<file path="config.mk">
export PLATFORM = sky130hd
export DESIGN_NAME = spis_port
export DESIGN_NICKNAME = d
export VERILOG_FILES = /design/src/rtl/spis_pkg.sv /design/src/rtl/spis_buf2.sv /design/src/rtl/spis_port.sv
export SDC_FILE = /design/constraint.sdc
export NUM_CORES = 1
export LEC_CHECK = 0
export BUFFER_PORTS_ARGS = -buffer_cell sky130_fd_sc_hd__buf_2
export CORE_UTILIZATION = 40
export CTS_CLUSTER_DIAMETER = 80
export DETAILED_ROUTE_END_ITERATION = 12
export PLACE_DENSITY_LB_ADDON = 0.1
export SETUP_SLACK_MARGIN = 0.5
export SYNTH_ARGS = -nofsm -noshare
export SYNTH_HDL_FRONTEND = slang
export SYNTH_SLANG_ARGS = --single-unit
</file>
<file path="constraint.sdc">
create_clock -name sys_clk_in -period 3 [get_ports sys_clk_in]
set_input_delay 0.3 -clock sys_clk_in [delete_from_list [all_inputs] [get_ports sys_clk_in]]
set_output_delay 0.3 -clock sys_clk_in [all_outputs]
set_load 0.02 [all_outputs]
</file>
<file path="src/rtl/spis_pkg.sv">
// shared constants, types and crc arithmetic of the serial port
package spis_pkg;
  localparam int FRAME_W = 8;
  // --------------------------------------------------------------------
  // counts and reset values
  // --------------------------------------------------------------------
  // five clocks a half period: a slave's answer to a fall passes the input
  // synchroniser before the next master rise samples it
  localparam logic [3:0] SCK_HALF_CYC = 4'h4;
  localparam logic [3:0] FB_WIN_SPI = 4'h7;
  localparam logic [3:0] FB_WIN_I2S = 4'h5;
  localparam logic [3:0] FB_CNT_RST = 4'h0;
  localparam logic [3:0] DIV_RST = 4'h0;
  localparam logic [3:0] SYNC_RST = 4'h4;
  localparam logic [2:0] BIT_CNT_RST = 3'h0;
  localparam logic [2:0] BIT_SECOND = 3'h1;
  localparam logic [2:0] BIT_LAST = 3'h7;
  localparam logic [7:0] CRC_RST = 8'h00;
  localparam logic [7:0] WORD_RST = 8'h00;
  localparam int BUF_DEPTH = 2;
  // --------------------------------------------------------------------
  // types
  // --------------------------------------------------------------------
  typedef enum logic [2:0] {
    ST_IDLE = 3'b001,
    ST_RUN = 3'b010,
    ST_FBWAIT = 3'b100
  } spis_state_e;
  typedef struct packed {
    logic port_enable_bit;
    logic master_select_bit;
    logic receive_only_bit;
    logic half_duplex_bit;
    logic half_duplex_output_enable;
    logic crc_en;
    logic i2s_mode;
    logic i2s_justified;
  } spis_cfg_s;
  typedef struct packed {
    logic busy_flag;
    logic tx_empty_flag;
    logic rx_not_empty_flag;
    logic crc_error_flag;
    logic crc_next_flag;
  } spis_stat_s;
  function automatic logic [7:0] crc_step(input logic [7:0] crc, input logic b,
                                          input logic [7:0] poly);
    crc_step = {crc[6:0], 1'b0} ^ ((crc[7] ^ b) ? poly : 8'h00);
  endfunction : crc_step
endpackage : spis_pkg

</file>
<file path="src/rtl/spis_buf2.sv">
// two-entry word buffer with valid and ready on both sides
`timescale 1ns/1ns
module spis_buf2 #(
  parameter int WIDTH = 8,
  parameter int DEPTH = 2
) (
  input wire logic sys_clk_in,
  input wire logic sys_rst_in,
  input wire logic in_valid_in,
  input wire logic [WIDTH-1:0] in_data_in,
  output logic in_ready_out,
  output logic out_valid_out,
  output logic [WIDTH-1:0] out_data_out,
  input wire logic out_ready_in
);
  localparam int PTR_W = (DEPTH > 1) ? $clog2(DEPTH) : 1;
  logic [WIDTH-1:0] mem_reg [DEPTH];
  logic [PTR_W-1:0] wr_ptr_reg;
  logic [PTR_W-1:0] rd_ptr_reg;
  logic [PTR_W:0] cnt_reg;
  logic push;
  logic pop;

  assign in_ready_out = cnt_reg != (PTR_W+1)'(DEPTH);
  assign out_valid_out = cnt_reg != '0;
  assign out_data_out = mem_reg[rd_ptr_reg];
  assign push = in_valid_in && in_ready_out;
  assign pop = out_valid_out && out_ready_in;

  always_ff @(posedge sys_clk_in) begin
    if (push) begin
      mem_reg[wr_ptr_reg] <= in_data_in;
    end
  end

  always_ff @(posedge sys_clk_in) begin
    if (sys_rst_in) begin
      wr_ptr_reg <= '0;
      rd_ptr_reg <= '0;
      cnt_reg <= '0;
    end else begin
      if (push) begin
        wr_ptr_reg <= PTR_W'(wr_ptr_reg + 1'b1);
      end
      if (pop) begin
        rd_ptr_reg <= PTR_W'(rd_ptr_reg + 1'b1);
      end
      if (push && !pop) begin
        cnt_reg <= cnt_reg + 1'b1;
      end else if (pop && !push) begin
        cnt_reg <= cnt_reg - 1'b1;
      end
    end
  end
endmodule : spis_buf2

</file>
<file path="src/rtl/spis_port.sv">
// serial port core: spi or i2s, master or slave, with crc and flags
// --------------------------------------------------------------------
// Overview of operation
// - master busy may stick if disabled with tx full
// - select release mid-frame can stick busy
// - tx empty rises while second bit shifts
// - master last bit from feedback, eight-cycle window
// - i2s feedback window of six cycles
// - foreign dma completion mid transfer clears crc next flag
// - i2s slave starts on word-select level at enable
// - master bit from slave receive starts clock
// - transmit crc follows feedback clock
// --------------------------------------------------------------------
`timescale 1ns/1ns
module spis_port (
  input wire logic sys_clk_in,
  input wire logic sys_rst_in,
  input wire spis_pkg::spis_cfg_s cfg_in,
  input wire logic [7:0] crc_poly_in,
  input wire logic crc_next_set_in,
  input wire logic crc_err_clr_in,
  input wire logic dma_active_in,
  input wire logic dma_other_done_in,
  input wire logic [7:0] tx_data_in,
  input wire logic tx_valid_in,
  output logic tx_ready_out,
  output logic [7:0] rx_data_out,
  output logic rx_valid_out,
  input wire logic rx_ready_in,
  output spis_pkg::spis_stat_s stat_out,
  input wire logic sck_in,
  output logic sck_out,
  output logic sck_oe_out,
  input wire logic ss_n_in,
  input wire logic ws_in,
  input wire logic sdi_in,
  output logic sdo_out,
  output logic sdo_oe_out
);
  spis_pkg::spis_state_e state_reg, state_next;
  spis_pkg::spis_cfg_s cfg_prev_reg;
  logic [3:0] s1_reg, s2_reg, s3_reg, filt_reg, prev_reg;
  logic [3:0] div_reg, fb_cnt_reg, fb_win;
  logic [2:0] bit_cnt_reg;
  logic [7:0] tx_hold_reg, tx_sh_reg, rx_sh_reg, push_data_reg, rx_word;
  logic [7:0] crc_tx_reg, crc_rx_reg;
  logic sck_reg, tx_full_reg, tx_loaded_reg, crc_phase_reg, push_valid_reg;
  logic crc_next_reg, crc_err_reg, busy_stuck_reg, abort_seen_reg;
  logic i2s_sync_reg, early_clk_reg;
  logic ext_rise, ext_fall, ws_f, ws_act, slave_act, en_rise, en_fall;
  logic sck_run, tick, int_rise, int_fall, sample_ev, shift_ev, last_arm;
  logic fb_hit, fb_miss, done_ev, rx_bit, rx_bit_ev, m_start, s_start, start;
  logic abort, crc_go, tx_taken, buf_ready;

  // --------------------------------------------------------------------
  // pin synchronisers: {sck, select, word-select, data in}
  // --------------------------------------------------------------------
  always_ff @(posedge sys_clk_in) begin
    if (sys_rst_in) begin
      s1_reg <= spis_pkg::SYNC_RST;
      s2_reg <= spis_pkg::SYNC_RST;
      s3_reg <= spis_pkg::SYNC_RST;
      filt_reg <= spis_pkg::SYNC_RST;
      prev_reg <= spis_pkg::SYNC_RST;
    end else begin
      s1_reg <= {sck_in, ss_n_in, ws_in, sdi_in};
      s2_reg <= s1_reg;
      s3_reg <= s2_reg;
      filt_reg <= ((s2_reg ~^ s3_reg) & s3_reg) | ((s2_reg ^ s3_reg) & filt_reg);
      prev_reg <= filt_reg;
    end
  end

  assign ext_rise = filt_reg[3] && !prev_reg[3];
  assign ext_fall = !filt_reg[3] && prev_reg[3];
  assign ws_f = filt_reg[1];
  assign ws_act = cfg_in.i2s_justified;
  assign slave_act = cfg_in.i2s_mode ? i2s_sync_reg : !filt_reg[2];
  assign en_rise = cfg_in.port_enable_bit && !cfg_prev_reg.port_enable_bit;
  assign en_fall = !cfg_in.port_enable_bit && cfg_prev_reg.port_enable_bit;

  // --------------------------------------------------------------------
  // master clock generation and shift events
  // --------------------------------------------------------------------
  assign sck_run = cfg_in.master_select_bit && (early_clk_reg || state_reg == spis_pkg::ST_RUN);
  assign tick = sck_run && div_reg == spis_pkg::SCK_HALF_CYC;
  assign int_rise = tick && !sck_reg;
  assign int_fall = tick && sck_reg;

  always_ff @(posedge sys_clk_in) begin
    if (sys_rst_in) begin
      div_reg <= spis_pkg::DIV_RST;
      sck_reg <= 1'b0;
    end else if (!sck_run) begin
      div_reg <= spis_pkg::DIV_RST;
      if (state_reg == spis_pkg::ST_IDLE) begin
        sck_reg <= 1'b0;
      end
    end else begin
      div_reg <= tick ? spis_pkg::DIV_RST : div_reg + 4'h1;
      if (tick) begin
        sck_reg <= !sck_reg;
      end
    end
  end

  assign sample_ev = cfg_in.master_select_bit ? (int_rise && bit_cnt_reg != spis_pkg::BIT_LAST)
                                              : ext_rise;
  assign shift_ev = cfg_in.master_select_bit ? int_fall : ext_fall;
  assign last_arm = cfg_in.master_select_bit && int_rise && bit_cnt_reg == spis_pkg::BIT_LAST;
  // last master bit waits for the echo of its own edge on the clock pin
  assign fb_win = cfg_in.i2s_mode ? spis_pkg::FB_WIN_I2S : spis_pkg::FB_WIN_SPI;
  assign fb_hit = state_reg == spis_pkg::ST_FBWAIT && ext_rise && fb_cnt_reg <= fb_win;
  assign fb_miss = state_reg == spis_pkg::ST_FBWAIT && !fb_hit && fb_cnt_reg >= fb_win;
  assign rx_bit = fb_miss ? push_data_reg[0] : filt_reg[0];
  assign rx_bit_ev = (state_reg == spis_pkg::ST_RUN && sample_ev) || fb_hit || fb_miss;
  assign rx_word = {rx_sh_reg[6:0], rx_bit};
  assign done_ev = (state_reg == spis_pkg::ST_RUN && !cfg_in.master_select_bit && sample_ev
                    && bit_cnt_reg == spis_pkg::BIT_LAST) || fb_hit || fb_miss;

  // --------------------------------------------------------------------
  // frame sequencing
  // --------------------------------------------------------------------
  assign crc_go = crc_next_reg && cfg_in.crc_en;
  assign m_start = cfg_in.master_select_bit && cfg_in.port_enable_bit && !push_valid_reg
                   && (tx_full_reg || crc_go || cfg_in.receive_only_bit
                       || (cfg_in.half_duplex_bit && !cfg_in.half_duplex_output_enable));
  assign s_start = !cfg_in.master_select_bit && cfg_in.port_enable_bit && slave_act;
  assign start = state_reg == spis_pkg::ST_IDLE && (m_start || s_start);
  assign abort = state_reg == spis_pkg::ST_RUN && !cfg_in.master_select_bit
                 && (!slave_act || !cfg_in.port_enable_bit);

  always_comb begin
    state_next = state_reg;
    case (state_reg)
      spis_pkg::ST_IDLE: if (start) state_next = spis_pkg::ST_RUN;
      spis_pkg::ST_RUN: begin
        if (abort || done_ev) begin
          state_next = spis_pkg::ST_IDLE;
        end else if (last_arm) begin
          state_next = spis_pkg::ST_FBWAIT;
        end
      end
      spis_pkg::ST_FBWAIT: if (fb_hit || fb_miss) state_next = spis_pkg::ST_IDLE;
      default: state_next = spis_pkg::ST_IDLE;
    endcase
  end

  always_ff @(posedge sys_clk_in) begin
    if (sys_rst_in) begin
      state_reg <= spis_pkg::ST_IDLE;
      cfg_prev_reg <= '0;
      fb_cnt_reg <= spis_pkg::FB_CNT_RST;
    end else begin
      state_reg <= state_next;
      cfg_prev_reg <= cfg_in;
      fb_cnt_reg <= (state_reg == spis_pkg::ST_FBWAIT) ? fb_cnt_reg + 4'h1
                                                       : spis_pkg::FB_CNT_RST;
    end
  end

  // --------------------------------------------------------------------
  // shifters; tx holding register frees on the second bit
  // --------------------------------------------------------------------
  assign tx_ready_out = !tx_full_reg;
  assign tx_taken = state_reg == spis_pkg::ST_RUN && shift_ev && tx_loaded_reg
                    && bit_cnt_reg == spis_pkg::BIT_SECOND;

  always_ff @(posedge sys_clk_in) begin
    if (sys_rst_in) begin
      bit_cnt_reg <= spis_pkg::BIT_CNT_RST;
      tx_sh_reg <= spis_pkg::WORD_RST;
      rx_sh_reg <= spis_pkg::WORD_RST;
      crc_phase_reg <= 1'b0;
      tx_loaded_reg <= 1'b0;
    end else if (start) begin
      bit_cnt_reg <= spis_pkg::BIT_CNT_RST;
      crc_phase_reg <= crc_go;
      tx_loaded_reg <= tx_full_reg && !crc_go;
      tx_sh_reg <= crc_go ? crc_tx_reg : (tx_full_reg ? tx_hold_reg : spis_pkg::WORD_RST);
    end else begin
      if (state_reg == spis_pkg::ST_RUN && shift_ev && bit_cnt_reg != spis_pkg::BIT_CNT_RST) begin
        tx_sh_reg <= {tx_sh_reg[6:0], 1'b0};
      end
      if (tx_taken) begin
        tx_loaded_reg <= 1'b0;
      end
      if (rx_bit_ev) begin
        rx_sh_reg <= rx_word;
        bit_cnt_reg <= bit_cnt_reg + 3'h1;
      end
    end
  end

  always_ff @(posedge sys_clk_in) begin
    if (sys_rst_in) begin
      tx_full_reg <= 1'b0;
      tx_hold_reg <= spis_pkg::WORD_RST;
    end else if (tx_valid_in && !tx_full_reg) begin
      tx_full_reg <= 1'b1;
      tx_hold_reg <= tx_data_in;
    end else if (tx_taken) begin
      tx_full_reg <= 1'b0;
    end
  end

  // --------------------------------------------------------------------
  // received words into the buffer; a full buffer stalls the master
  // --------------------------------------------------------------------
  always_ff @(posedge sys_clk_in) begin
    if (sys_rst_in) begin
      push_valid_reg <= 1'b0;
      push_data_reg <= spis_pkg::WORD_RST;
    end else if (done_ev) begin
      push_valid_reg <= 1'b1;
      push_data_reg <= rx_word;
    end else if (buf_ready) begin
      push_valid_reg <= 1'b0;
    end
  end

  spis_buf2 #(.WIDTH(spis_pkg::FRAME_W), .DEPTH(spis_pkg::BUF_DEPTH)) u_rx_buf (
    .sys_clk_in(sys_clk_in),
    .sys_rst_in(sys_rst_in),
    .in_valid_in(push_valid_reg),
    .in_data_in(push_data_reg),
    .in_ready_out(buf_ready),
    .out_valid_out(rx_valid_out),
    .out_data_out(rx_data_out),
    .out_ready_in(rx_ready_in)
  );

  // --------------------------------------------------------------------
  // crc: transmit side runs on the clock pin echo in master mode
  // --------------------------------------------------------------------
  always_ff @(posedge sys_clk_in) begin
    if (sys_rst_in || (done_ev && crc_phase_reg)) begin
      crc_tx_reg <= spis_pkg::CRC_RST;
      crc_rx_reg <= spis_pkg::CRC_RST;
    end else if (!crc_phase_reg && state_reg != spis_pkg::ST_IDLE) begin
      if (cfg_in.master_select_bit ? ext_rise : sample_ev) begin
        crc_tx_reg <= spis_pkg::crc_step(crc_tx_reg, tx_sh_reg[7], crc_poly_in);
      end
      if (rx_bit_ev) begin
        crc_rx_reg <= spis_pkg::crc_step(crc_rx_reg, rx_bit, crc_poly_in);
      end
    end
  end

  always_ff @(posedge sys_clk_in) begin
    if (sys_rst_in) begin
      crc_next_reg <= 1'b0;
      crc_err_reg <= 1'b0;
    end else begin
      if (crc_next_set_in && cfg_in.crc_en) begin
        crc_next_reg <= 1'b1;
      end else if (start && crc_go) begin
        crc_next_reg <= 1'b0;
      end else if (cfg_in.crc_en && !dma_active_in && dma_other_done_in
                   && state_reg != spis_pkg::ST_IDLE) begin
        crc_next_reg <= 1'b0;
      end
      if ((done_ev && crc_phase_reg && rx_word != crc_rx_reg) || (fb_miss && cfg_in.crc_en)) begin
        crc_err_reg <= 1'b1;
      end else if (crc_err_clr_in) begin
        crc_err_reg <= 1'b0;
      end
    end
  end

  // --------------------------------------------------------------------
  // busy, i2s slave alignment and early master clock
  // --------------------------------------------------------------------
  always_ff @(posedge sys_clk_in) begin
    if (sys_rst_in || en_rise) begin
      busy_stuck_reg <= 1'b0;
      abort_seen_reg <= 1'b0;
    end else begin
      if (abort && cfg_in.port_enable_bit) begin
        abort_seen_reg <= 1'b1;
      end
      if (en_fall && ((cfg_in.master_select_bit && tx_full_reg) || abort_seen_reg)) begin
        busy_stuck_reg <= 1'b1;
      end
    end
  end

  always_ff @(posedge sys_clk_in) begin
    if (sys_rst_in) begin
      i2s_sync_reg <= 1'b0;
    end else if (!cfg_in.port_enable_bit || !cfg_in.i2s_mode || cfg_in.master_select_bit) begin
      i2s_sync_reg <= 1'b0;
    end else if ((en_rise && ws_f == ws_act) || (ws_f != prev_reg[1] && ws_f == ws_act)) begin
      i2s_sync_reg <= 1'b1;
    end
  end

  always_ff @(posedge sys_clk_in) begin
    if (sys_rst_in || !cfg_in.master_select_bit) begin
      early_clk_reg <= 1'b0;
    end else if (!cfg_prev_reg.master_select_bit && !cfg_in.port_enable_bit
                 && (cfg_prev_reg.receive_only_bit || (cfg_prev_reg.half_duplex_bit
                     && !cfg_prev_reg.half_duplex_output_enable))) begin
      early_clk_reg <= 1'b1;
    end
  end

  // master receive-only drops busy for at least two cycles between frames
  assign stat_out.busy_flag = state_reg != spis_pkg::ST_IDLE || busy_stuck_reg;
  assign stat_out.tx_empty_flag = !tx_full_reg;
  assign stat_out.rx_not_empty_flag = rx_valid_out;
  assign stat_out.crc_error_flag = crc_err_reg;
  assign stat_out.crc_next_flag = crc_next_reg;
  assign sck_out = sck_reg;
  assign sck_oe_out = cfg_in.master_select_bit;
  assign sdo_out = tx_sh_reg[7];
  assign sdo_oe_out = cfg_in.port_enable_bit && !cfg_in.receive_only_bit
                      && (!cfg_in.half_duplex_bit || cfg_in.half_duplex_output_enable)
                      && (cfg_in.master_select_bit || slave_act);
endmodule : spis_port

</file>
==> results of run 1 <==
==> worst max path at each step <==
| stage | startpoint | cells past startpoint | to | slack, ps |
|---|---|---|---|---|
| floorplan | state_reg[0] | 8 | crc_rx_reg[7] | 530 |
| global placement | cfg_in[1] | 9 | crc_rx_reg[7] | 430 |
| detailed placement | cfg_in[1] | 9 | crc_rx_reg[7] | 410 |
| CTS | state_reg[0] | 7 | crc_rx_reg[7] | 510 |
| global route | fb_cnt_reg[1] | 8 | crc_rx_reg[7] | 480 |
| finish | state_reg[0] | 7 | crc_rx_reg[7] | 550 |
==> where the power goes <==
| part | internal, mW | switching [mW] | total [mW] |
|---|---|---|---|
| combinational | 0.0938 | 0.140 | 0.234 |
| clock | 1.12 | 0.630 | 1.75 |
| sequential | 1.61 | 0.0295 | 1.64 |
| total | 2.82 | 0.800 | 3.62 |
==> through the flow <==
step	power, mW	hold WS [ps]
2_1_floorplan	1.84	389
3_3_place_gp	1.91	395
3_5_place_dp	1.91	393
4_1_cts	3.68	53.0
5_1_grt	3.80	56.3
6_report	3.62	76.3
==> final cells by class <==
| type | count | area [µm²] | share of cell area |
|---|---|---|---|
| Sequential cell | 116 | 2480 | 0.421 |
| Multi-Input combinational cell | 367 | 2290 | 0.389 |
| Clock buffer | 24 | 452 | 0.0765 |
| Timing Repair Buffer | 62 | 330 | 0.0560 |
| Tap cell | 168 | 210 | 0.0356 |
| Inverter | 19 | 71.3 | 0.0121 |
| Clock inverter | 8 | 61.3 | 0.0104 |
==> worst register-to-register path, stage by stage, from the launching register on <==
cell	delay, ps
dfxtp_2	340
or3b_4	420
or3_4	360
or3b_4	390
and2_4	170
or3_1	300
a211o_1	260
a31oi_1	120
==> logic make-up (layout without fill, tap and decap cells) <==
kind of cell             count (synthesis)  in the layout  share of synthesized area
multiplexers                            16             16                     0.0343
buffers and inverters                   47            113                     0.0396
XOR/XNOR                                32             32                     0.0565
adder cells (fa/ha/maj)                 13             13                     0.0328
AO/OA/AOI/OAI                          112            112                      0.147
flip-flops                             116            116                      0.500
AND/OR/NAND/NOR                        194            194                      0.189
==> per-layer routing <==
metal / part of all wire / wire length [µm] / vias to the layer above / global-route usage
met5: 0 / 0 / - / 0
met4: 0.014 / 133 / 0 / 0.0746
met3: 0.035 / 343 / 14 / 0.0510
met2: 0.47 / 4620 / 64 / 0.271
met1: 0.48 / 4690 / 1700 / 0.204
li1: - / - / 1936 / -
==> layout by cell type (no fill, tap or decap), types with 7 or more instances in the layout <==
| master | instances |
|---|---|
| a21oi_1 | 48 |
| clkbuf_16 | 17 |
| nand2b_1 | 11 |
| nand3_1 | 16 |
| nand2_1 | 66 |
| inv_1 | 19 |
| clkbuf_1 | 7 |
| xnor2_1 | 18 |
| xor2_1 | 14 |
| mux2_2 | 8 |
| edfxtp_1 | 16 |
| buf_4 | 8 |
| and3_1 | 8 |
| a211oi_1 | 27 |
| dfxtp_1 | 98 |
| nor2b_1 | 19 |
| ha_1 | 13 |
| nor2_1 | 47 |
| buf_2 | 54 |
| mux2i_1 | 8 |
==> repair_timing <==
action / 4_1_cts / 5_1_grt
resized for setup: 3 / 3
cloned: 0 / 0
setup endpoints to repair: 2 / 3
==> flow_summary.toml, run 1 <==
[run_status]
status = "complete, no violations"

[clock_tree]
worstSkewPairLatency_ps = 410
cts-root-buf = "clkbuf_16"
cts_buffers = 17
post_cts_buffers = 0
clock_path_buffers = 2
htree_num_levels = 4
cts_tree = "built"
path_clk_slew_ps = 50
cts_sinks = 116
postCtsHoldBufs = 0

[layout]
largest_reg_flops = 16
fillers = 1174
fin_nets = 632
utilization = 0.489
syn2layout_area_growth_pct = 18.9
drive_gt1_frac = 0.176
antenna_cells = 0
final_area_um2 = 5900
final_cells = 764

[grt]
grt_pass1_vias = 3547
antenna_found_initial = 0
grt_pass1_wl_um = 16600
grt_max_degree = 36
track_usage = 0.167
globalRouteOverflowTotal = 0

[timing]
slew_headroom = 0.545
min_period_over_period = 0.815
max_freq_mhz = 409
grt_setup_unrepaired = "yes"
finalMaxSlewViolations = 0
setup_viol = 0
tns_ps = 0
worst_slack_ps = 554
layout_min_cycle_time_ps = 2450
finalHoldViolCount = 0
worst_slew_pin_slew_ps = 680
clock-skew-final_ps = 6.27

[setup_path]
path_class = "reg2reg"
rr_worst_depth = 7
cp-end-kind = "flip-flop"
slowest_stage = "or3b_4"
path_buf_inv = 0
rrSetupSlack_ps = 550
timing.rr.end = "crc_rx_reg[7]"
cp-start-kind = "flip-flop"
arrival_ps = 2780
regToRegStartpoint = "state_reg[0]"
worstPathRequired_ps = 3330
cpMostUsedCell = "or3b_4"
crit_fanout = 8
max_stage_delay_ps = 420
cpLargestDelayFamily = "simple AND/OR/NAND/NOR gates"
crit_chain = "or3b_4, or3_4, or3b_4, and2_4, or3_1, a211o_1, a31oi_1"

[synth]
yosysTopAreaCellShare = 0.403
yosys_warnings = 0
yosys-top-cells-count = "100 x dfxtp_1, 66 x nand2_1, 48 x a21oi_1"
avgSynthCellArea_um2 = 9.37
synthTopCellsByArea = "dfxtp_1 40%, edfxtp_1 9.7%, nand2_1 5.0%"
synth_area_um2 = 4960
synth_nets = 579
synth_edf_count = 16
synthArstFlopShare = 0
ys_seq_area_frac = 0.500
synthFlopType = "dfxtp_1"
synth_most_common_cell = "dfxtp_1"
yosysTopAreaCell = "dfxtp_1"
synth.distinct_cells = 48
synth-seq-cells = 116
syn-instance-count = 530

[routing]
drt_iter0_drc = 127
drc_errors = 0
antenna_left = 0
avgRoutedWirePerCell_um = 12.8
routed_via_density = 4.86
first_pass_iters = 4
routed-via-count = 3714
wl_um = 9780

[placed_design]
routabilityCongestion = 0.779
placed_area_um2 = 5380
io_buffers = 54
dp_cells = 732
hpwl_um = 7070
dpl_worst_slack_ps = 406

[floorplan]
start_util = 0.412
boundaryPins = 55
num_rows = 40
fp.coreArea_um2 = 12100
die-area_um2 = 12900
die_x_um = 113
fp.dieH_um = 113

[power_and_ir_drop]
p_per_area_nw_per_um2 = 614
power_leakage_nw = 2.28
vdd_drop_max_v = 0.000298

[worst_hold_path]
holdPathEnd = "s1_reg[2]"
hp-class = "in2reg"
holdPathStages = 2
worstHoldStart = "ss_n_in"

[run]
timing.max_cap.violations = 0
Note: power is estimated with default switching activity, not from simulation.
==> run 2, diff against run 1 <==
==> constraint.sdc (replaced) <==
create_clock -name sys_clk_in -period 2 [get_ports sys_clk_in]
set_input_delay 0.2 -clock sys_clk_in [delete_from_list [all_inputs] [get_ports sys_clk_in]]
set_output_delay 0.2 -clock sys_clk_in [all_outputs]
set_load 0.02 [all_outputs]
==> run 2 against run 1 <==
Net effect: the flow now finishes with violations (negative setup slack); maximum frequency is 1.9% higher; sequential cell count stayed put; cell area is 22% higher; critical path depth stayed put; worst hold slack worse by 60 ps; routed wire length is 27% higher; clock-buffer cell count is 2 higher; combinational power is 140% higher; sequential power is 51% higher; clock skew is 1.4 ps higher.
==> flow_summary.toml, run 2 (synthesis gave the netlist of run 1 again) <==
[layout]
multi_input_area_um2 = 2760
final_cell_mix = "88 x dfxtp_1, 59 x nand2_1, 48 x buf_4"
drive_gt1_frac = 0.385
syn2layout_area_growth_pct = 44.7
utilization = 0.595
fin_nets = 707
final_area_um2 = 7180
seqCellArea_um2 = 2510
final_common_cell = "dfxtp_1"
antenna_cells = 0
fillers = 1021
largest_reg_flops = 16

[timing]
clock-skew-final_ps = 7.68
worst_slack_ps = -401
tns_ps = -4340
grt_setup_unrepaired = "yes"
finalMaxSlewViolations = 0
slew_headroom = 0.602
worst_slew_pin_slew_ps = 595
min_period_over_period = 1.20
setup_viol = 27
max_freq_mhz = 417
layout_min_cycle_time_ps = 2400
finalHoldViolCount = 0

[floorplan]
die-area_um2 = 12900
die_x_um = 113
fp.coreArea_um2 = 12100
fp.dieH_um = 113
num_rows = 40
start_util = 0.412
boundaryPins = 55

[routing]
drc_errors = 0
drt_iter0_drc = 264
antenna_left = 0
routed-via-count = 4209
wl_um = 12400
avgRoutedWirePerCell_um = 14.8
routed_via_density = 5.02
first_pass_iters = 4

[run]
timing.max_cap.violations = 0

[setup_path]
slowest_stage = "or3b_4"
crit_chain = "or3b_4, or3_4, or3b_4, and2_4, or3_1, a211o_1, a31oi_1"
cpMostUsedCell = "or3b_4"
max_stage_delay_ps = 390
crit_fanout = 3
path_buf_inv = 0
arrival_ps = 2740
path_class = "reg2reg"
cp-end-kind = "flip-flop"
regToRegStartpoint = "state_reg[0]"
cpLargestDelayFamily = "simple AND/OR/NAND/NOR gates"
cp-startpoint = "state_reg[0]"
cp-start-kind = "flip-flop"
worstPathRequired_ps = 2340

[power_and_ir_drop]
combPwrFrac = 0.097
seqPwrFrac = 0.431
clockPowerShare = 0.472
switching_share = 0.230
power.switching_mw = 1.32
p_per_area_nw_per_um2 = 797
p_int_mw = 4.41
power_leakage_nw = 2.86
vdd_drop_max_v = 0.000562

[clock_tree]
clock_path_buffers = 2
cts_sinks = 116
path_clk_slew_ps = 50
cts_buffers = 17
worstSkewPairLatency_ps = 420
htree_num_levels = 4
cts_tree = "built"
cts-root-buf = "clkbuf_16"

[grt]
grt_pass1_vias = 4144
grt_pass1_wl_um = 19600
globalRouteOverflowTotal = 0
track_usage = 0.201
antenna_found_initial = 0
grt_max_degree = 39

[run_status]
failed_checks = "negative setup slack"
status = "complete, but fails checks"

[placed_design]
io_buffers = 54
placed_area_um2 = 5720
hpwl_um = 7770
routabilityCongestion = 0.805

[worst_hold_path]
hp-class = "in2reg"
worstHoldStart = "ws_in"
run 2: changes by cell type in the layout (fill, tap and decap cells not counted), sizes merged:
| cell | change |
|---|---|
| clkinvlp | -1 |
| dlygate4sd3 | +4 |
| buf | +69 |
| clkbuf | +2 |
| or2 | +2 |
| bufinv | -1 |
| clkinv | -1 |
run 2: layout make-up:
type                    count  share of cell area
multi-input cells         369               0.384
flip-flops and latches    116               0.349
repair buffers            135               0.153
clock buffers              26              0.0709
well taps                 168              0.0293
inverters                  19             0.00993
clock inverters             5             0.00348
run 2: repair_timing:
item,CTS,global route
setup buffers,19,13
gates cloned,4,1
hold buffers,4,0
gates resized for setup,102,47
hold endpoints to repair,4,0
endpoints found under the setup margin,67,72
pin swaps,53,32
run 2: worst register-to-register path: stages (launching register included):
cell     delay (ps)
dfxtp_2         320
or3b_4          390
or3_4           350
or3b_4          390
and2_4          160
or3_1           320
a211o_1         280
a31oi_1         120
run 2: path summary, 6_finish.rpt:
kind	to	slack, ps	depth (start not counted)
hold / removal	s1_reg[1]	20	2
setup reg to reg	crc_rx_reg[7]	-400	7
hold reg to reg	s2_reg[2]	410	1
setup / recovery	crc_rx_reg[7]	-400	7
run 2: per-stage QoR:
step / cells / hold slack (ps) / power [mW] / setup WS [ps]
2_1_floorplan: 530 / 304 / 2.78 / -452
4_1_cts: 824 / 6.99 / 5.73 / -362
3_5_place_dp: 766 / 389 / 2.90 / -473
3_3_place_gp: 766 / 387 / 2.90 / -419
6_report: 838 / 16.6 / 5.73 / -401
5_1_grt: 838 / 24.1 / 5.94 / -449
run 2: power by group through the flow:
stage	combinational [mW]	clock, mW	sequential (mW)
after floorplan	0.284	0	2.49
final	0.556	2.70	2.47
after global routing	0.605	2.86	2.47
after global placement	0.395	0	2.50
after detailed placement	0.398	0	2.50
after CTS	0.510	2.76	2.46
run 2: layer usage:
layer,wire (µm),vias up,GRT usage
met1,5580,2020,0.241
met2,6060,85,0.332
met3,563,16,0.0606
li1,-,2088,-
met4,174,0,0.0939
met5,0,-,0
==> run 3, diff against run 2 <==
--- a/config.mk
+++ b/config.mk
@@ -9,8 +9,9 @@
 export CORE_UTILIZATION = 40
 export CTS_CLUSTER_DIAMETER = 80
 export DETAILED_ROUTE_END_ITERATION = 12
-export PLACE_DENSITY_LB_ADDON = 0.1
+export PLACE_DENSITY = 0.67
 export SETUP_SLACK_MARGIN = 0.5
 export SYNTH_ARGS = -nofsm -noshare
 export SYNTH_HDL_FRONTEND = slang
 export SYNTH_SLANG_ARGS = --single-unit
+export TNS_END_PERCENT = 10
==> run 3 against run 2 <==
Net effect: the run still ends with negative setup slack left; largest cell class unchanged; largest power group unchanged; cell area is 7.2% lower; critical path type unchanged; highest routed layer unchanged; clock-buffer cell count unchanged; clock power increased by 7%; final cell count is 3.9% lower.
==> flow_summary.toml, run 3 (synthesis gave the netlist of run 1 again) <==
[power_and_ir_drop]
vdd_drop_max_v = 0.000558
p_per_area_nw_per_um2 = 876
power_mw = 5.83
power_leakage_nw = 2.62

[placed_design]
placed_area_um2 = 5660
routabilityCongestion = 0.875
io_buffers = 54
hpwl_um = 8210

[grt]
grt_max_degree = 39
grt_pass1_wl_um = 19100
track_usage = 0.191
globalRouteOverflowTotal = 0
grt_pass1_vias = 3983
antenna_found_initial = 0

[floorplan]
boundaryPins = 55
fp.coreArea_um2 = 12100
start_util = 0.412
num_rows = 40
die-area_um2 = 12900
fp.dieH_um = 113
die_x_um = 113

[timing]
clock-skew-final_ps = 7.48
holdWs_ps = 29.2
layout_min_cycle_time_ps = 2380
min_period_over_period = 1.19
worst_slew_pin_slew_ps = 617
slew_headroom = 0.587
finalMaxSlewViolations = 0
max_freq_mhz = 419
setup_viol = 28
grt_setup_unrepaired = "yes"
worst_slack_ps = -384
finalHoldViolCount = 0

[worst_hold_path]
hp-class = "in2reg"

[routing]
antenna_left = 0
wl_um = 11600
first_pass_iters = 4
avgRoutedWirePerCell_um = 14.4
drt_iter0_drc = 299
routed_via_density = 5.02
drc_errors = 0
routed-via-count = 4042

[layout]
drive_gt1_frac = 0.317
fillers = 1042
multi_input_area_um2 = 2580
antenna_cells = 0
seqCellArea_um2 = 2500
largest_reg_flops = 16
final_area_um2 = 6660
syn2layout_area_growth_pct = 34.2
final_common_cell = "dfxtp_1"
fin_nets = 674
final_cell_mix = "90 x dfxtp_1, 62 x nand2_1, 52 x buf_2"

[setup_path]
crit_fanout = 3
worstPathRequired_ps = 2320
cp-start-kind = "flip-flop"
cp-end-kind = "flip-flop"
arrival_ps = 2710
path_class = "reg2reg"

[run]
timing.max_cap.violations = 0

[clock_tree]
cts_tree = "built"
path_clk_slew_ps = 50
clock_path_buffers = 2
cts-root-buf = "clkbuf_16"
htree_num_levels = 4
worstSkewPairLatency_ps = 400
cts_sinks = 116
cts_buffers = 17

[run_status]
status = "complete, but fails checks"
failed_checks = "negative setup slack"
-- run 3: cell count changes in the layout (fill, tap and decap cells not counted), moves of 3 or more --
| cell | before | now |
|---|---|---|
| buf_4 | 48 | 35 |
| a21oi_2 | 12 | 4 |
| buf_2 | 45 | 52 |
| buf_6 | 32 | 12 |
| nand2_1 | 59 | 62 |
| a21oi_1 | 34 | 43 |
| mux2_4 | 8 | 0 |
| mux2_2 | 0 | 8 |
-- run 3: critical path, stage by stage (launching register included) --
cell,delay [ps]
dfxtp_2,330
or3b_4,370
or3_4,340
or3b_4,390
and2_4,160
or3_1,320
a211o_1,260
a31oi_1,130
-- run 3: power by group --
part / internal (mW) / total, mW / leakage (nW) / switching, mW
Combinational: 0.209 / 0.473 / 1.35 / 0.264
Clock: 1.95 / 2.90 / 0.284 / 0.948
Sequential: 2.42 / 2.46 / 0.983 / 0.0417
-- run 3: through the flow --
step | cells | util | TNS [ps] | worst slack, ps
after floorplan | 530 | - | -2110 | -452
after global placement | 767 | 0.469 | -3520 | -363
after detailed placement | 767 | 0.469 | -5670 | -445
after CTS | 804 | 0.543 | -3440 | -371
after global routing | 805 | 0.552 | -6370 | -413
final | 805 | 0.552 | -4790 | -384
-- run 3: cell type report --
cell class	count	share of cell area
clock buffer	26	0.0749
clock inverter	5	0.0113
inverter	19	0.0107
timing repair buffer	104	0.109
multi-input combinational	367	0.388
sequential	116	0.375
tap	168	0.0316
-- run 3: final timing paths --
check	slack (ps)	cells after the start	startpoint	end
worst min register to register	400	1	s1_reg[2]	s2_reg[2]
worst max register to register	-380	7	state_reg[2]	crc_rx_reg[7]
worst max-delay path	-380	7	state_reg[2]	crc_rx_reg[7]
worst min-delay path	30	2	cfg_in[3]	cfg_prev_reg[3]
-- run 3: layer usage --
layer  track usage  vias to the layer above  wire (µm)  part of all wire
met5             0                        -          0                 0
met3        0.0446                       20        398             0.034
met4        0.0711                        0        225             0.019
met1         0.242                     1913       5280              0.46
met2         0.318                       81       5690              0.49
li1              -                     2028          -                 -
-- run 3: what timing repair did --
action                                  4_1_cts  5_1_grt
gates resized for setup                      65       22
setup buffers                                 3        1
pin swaps                                    32       23
hold buffers                                  3        0
hold endpoints to repair                      3        0
endpoints found under the setup margin       67       63
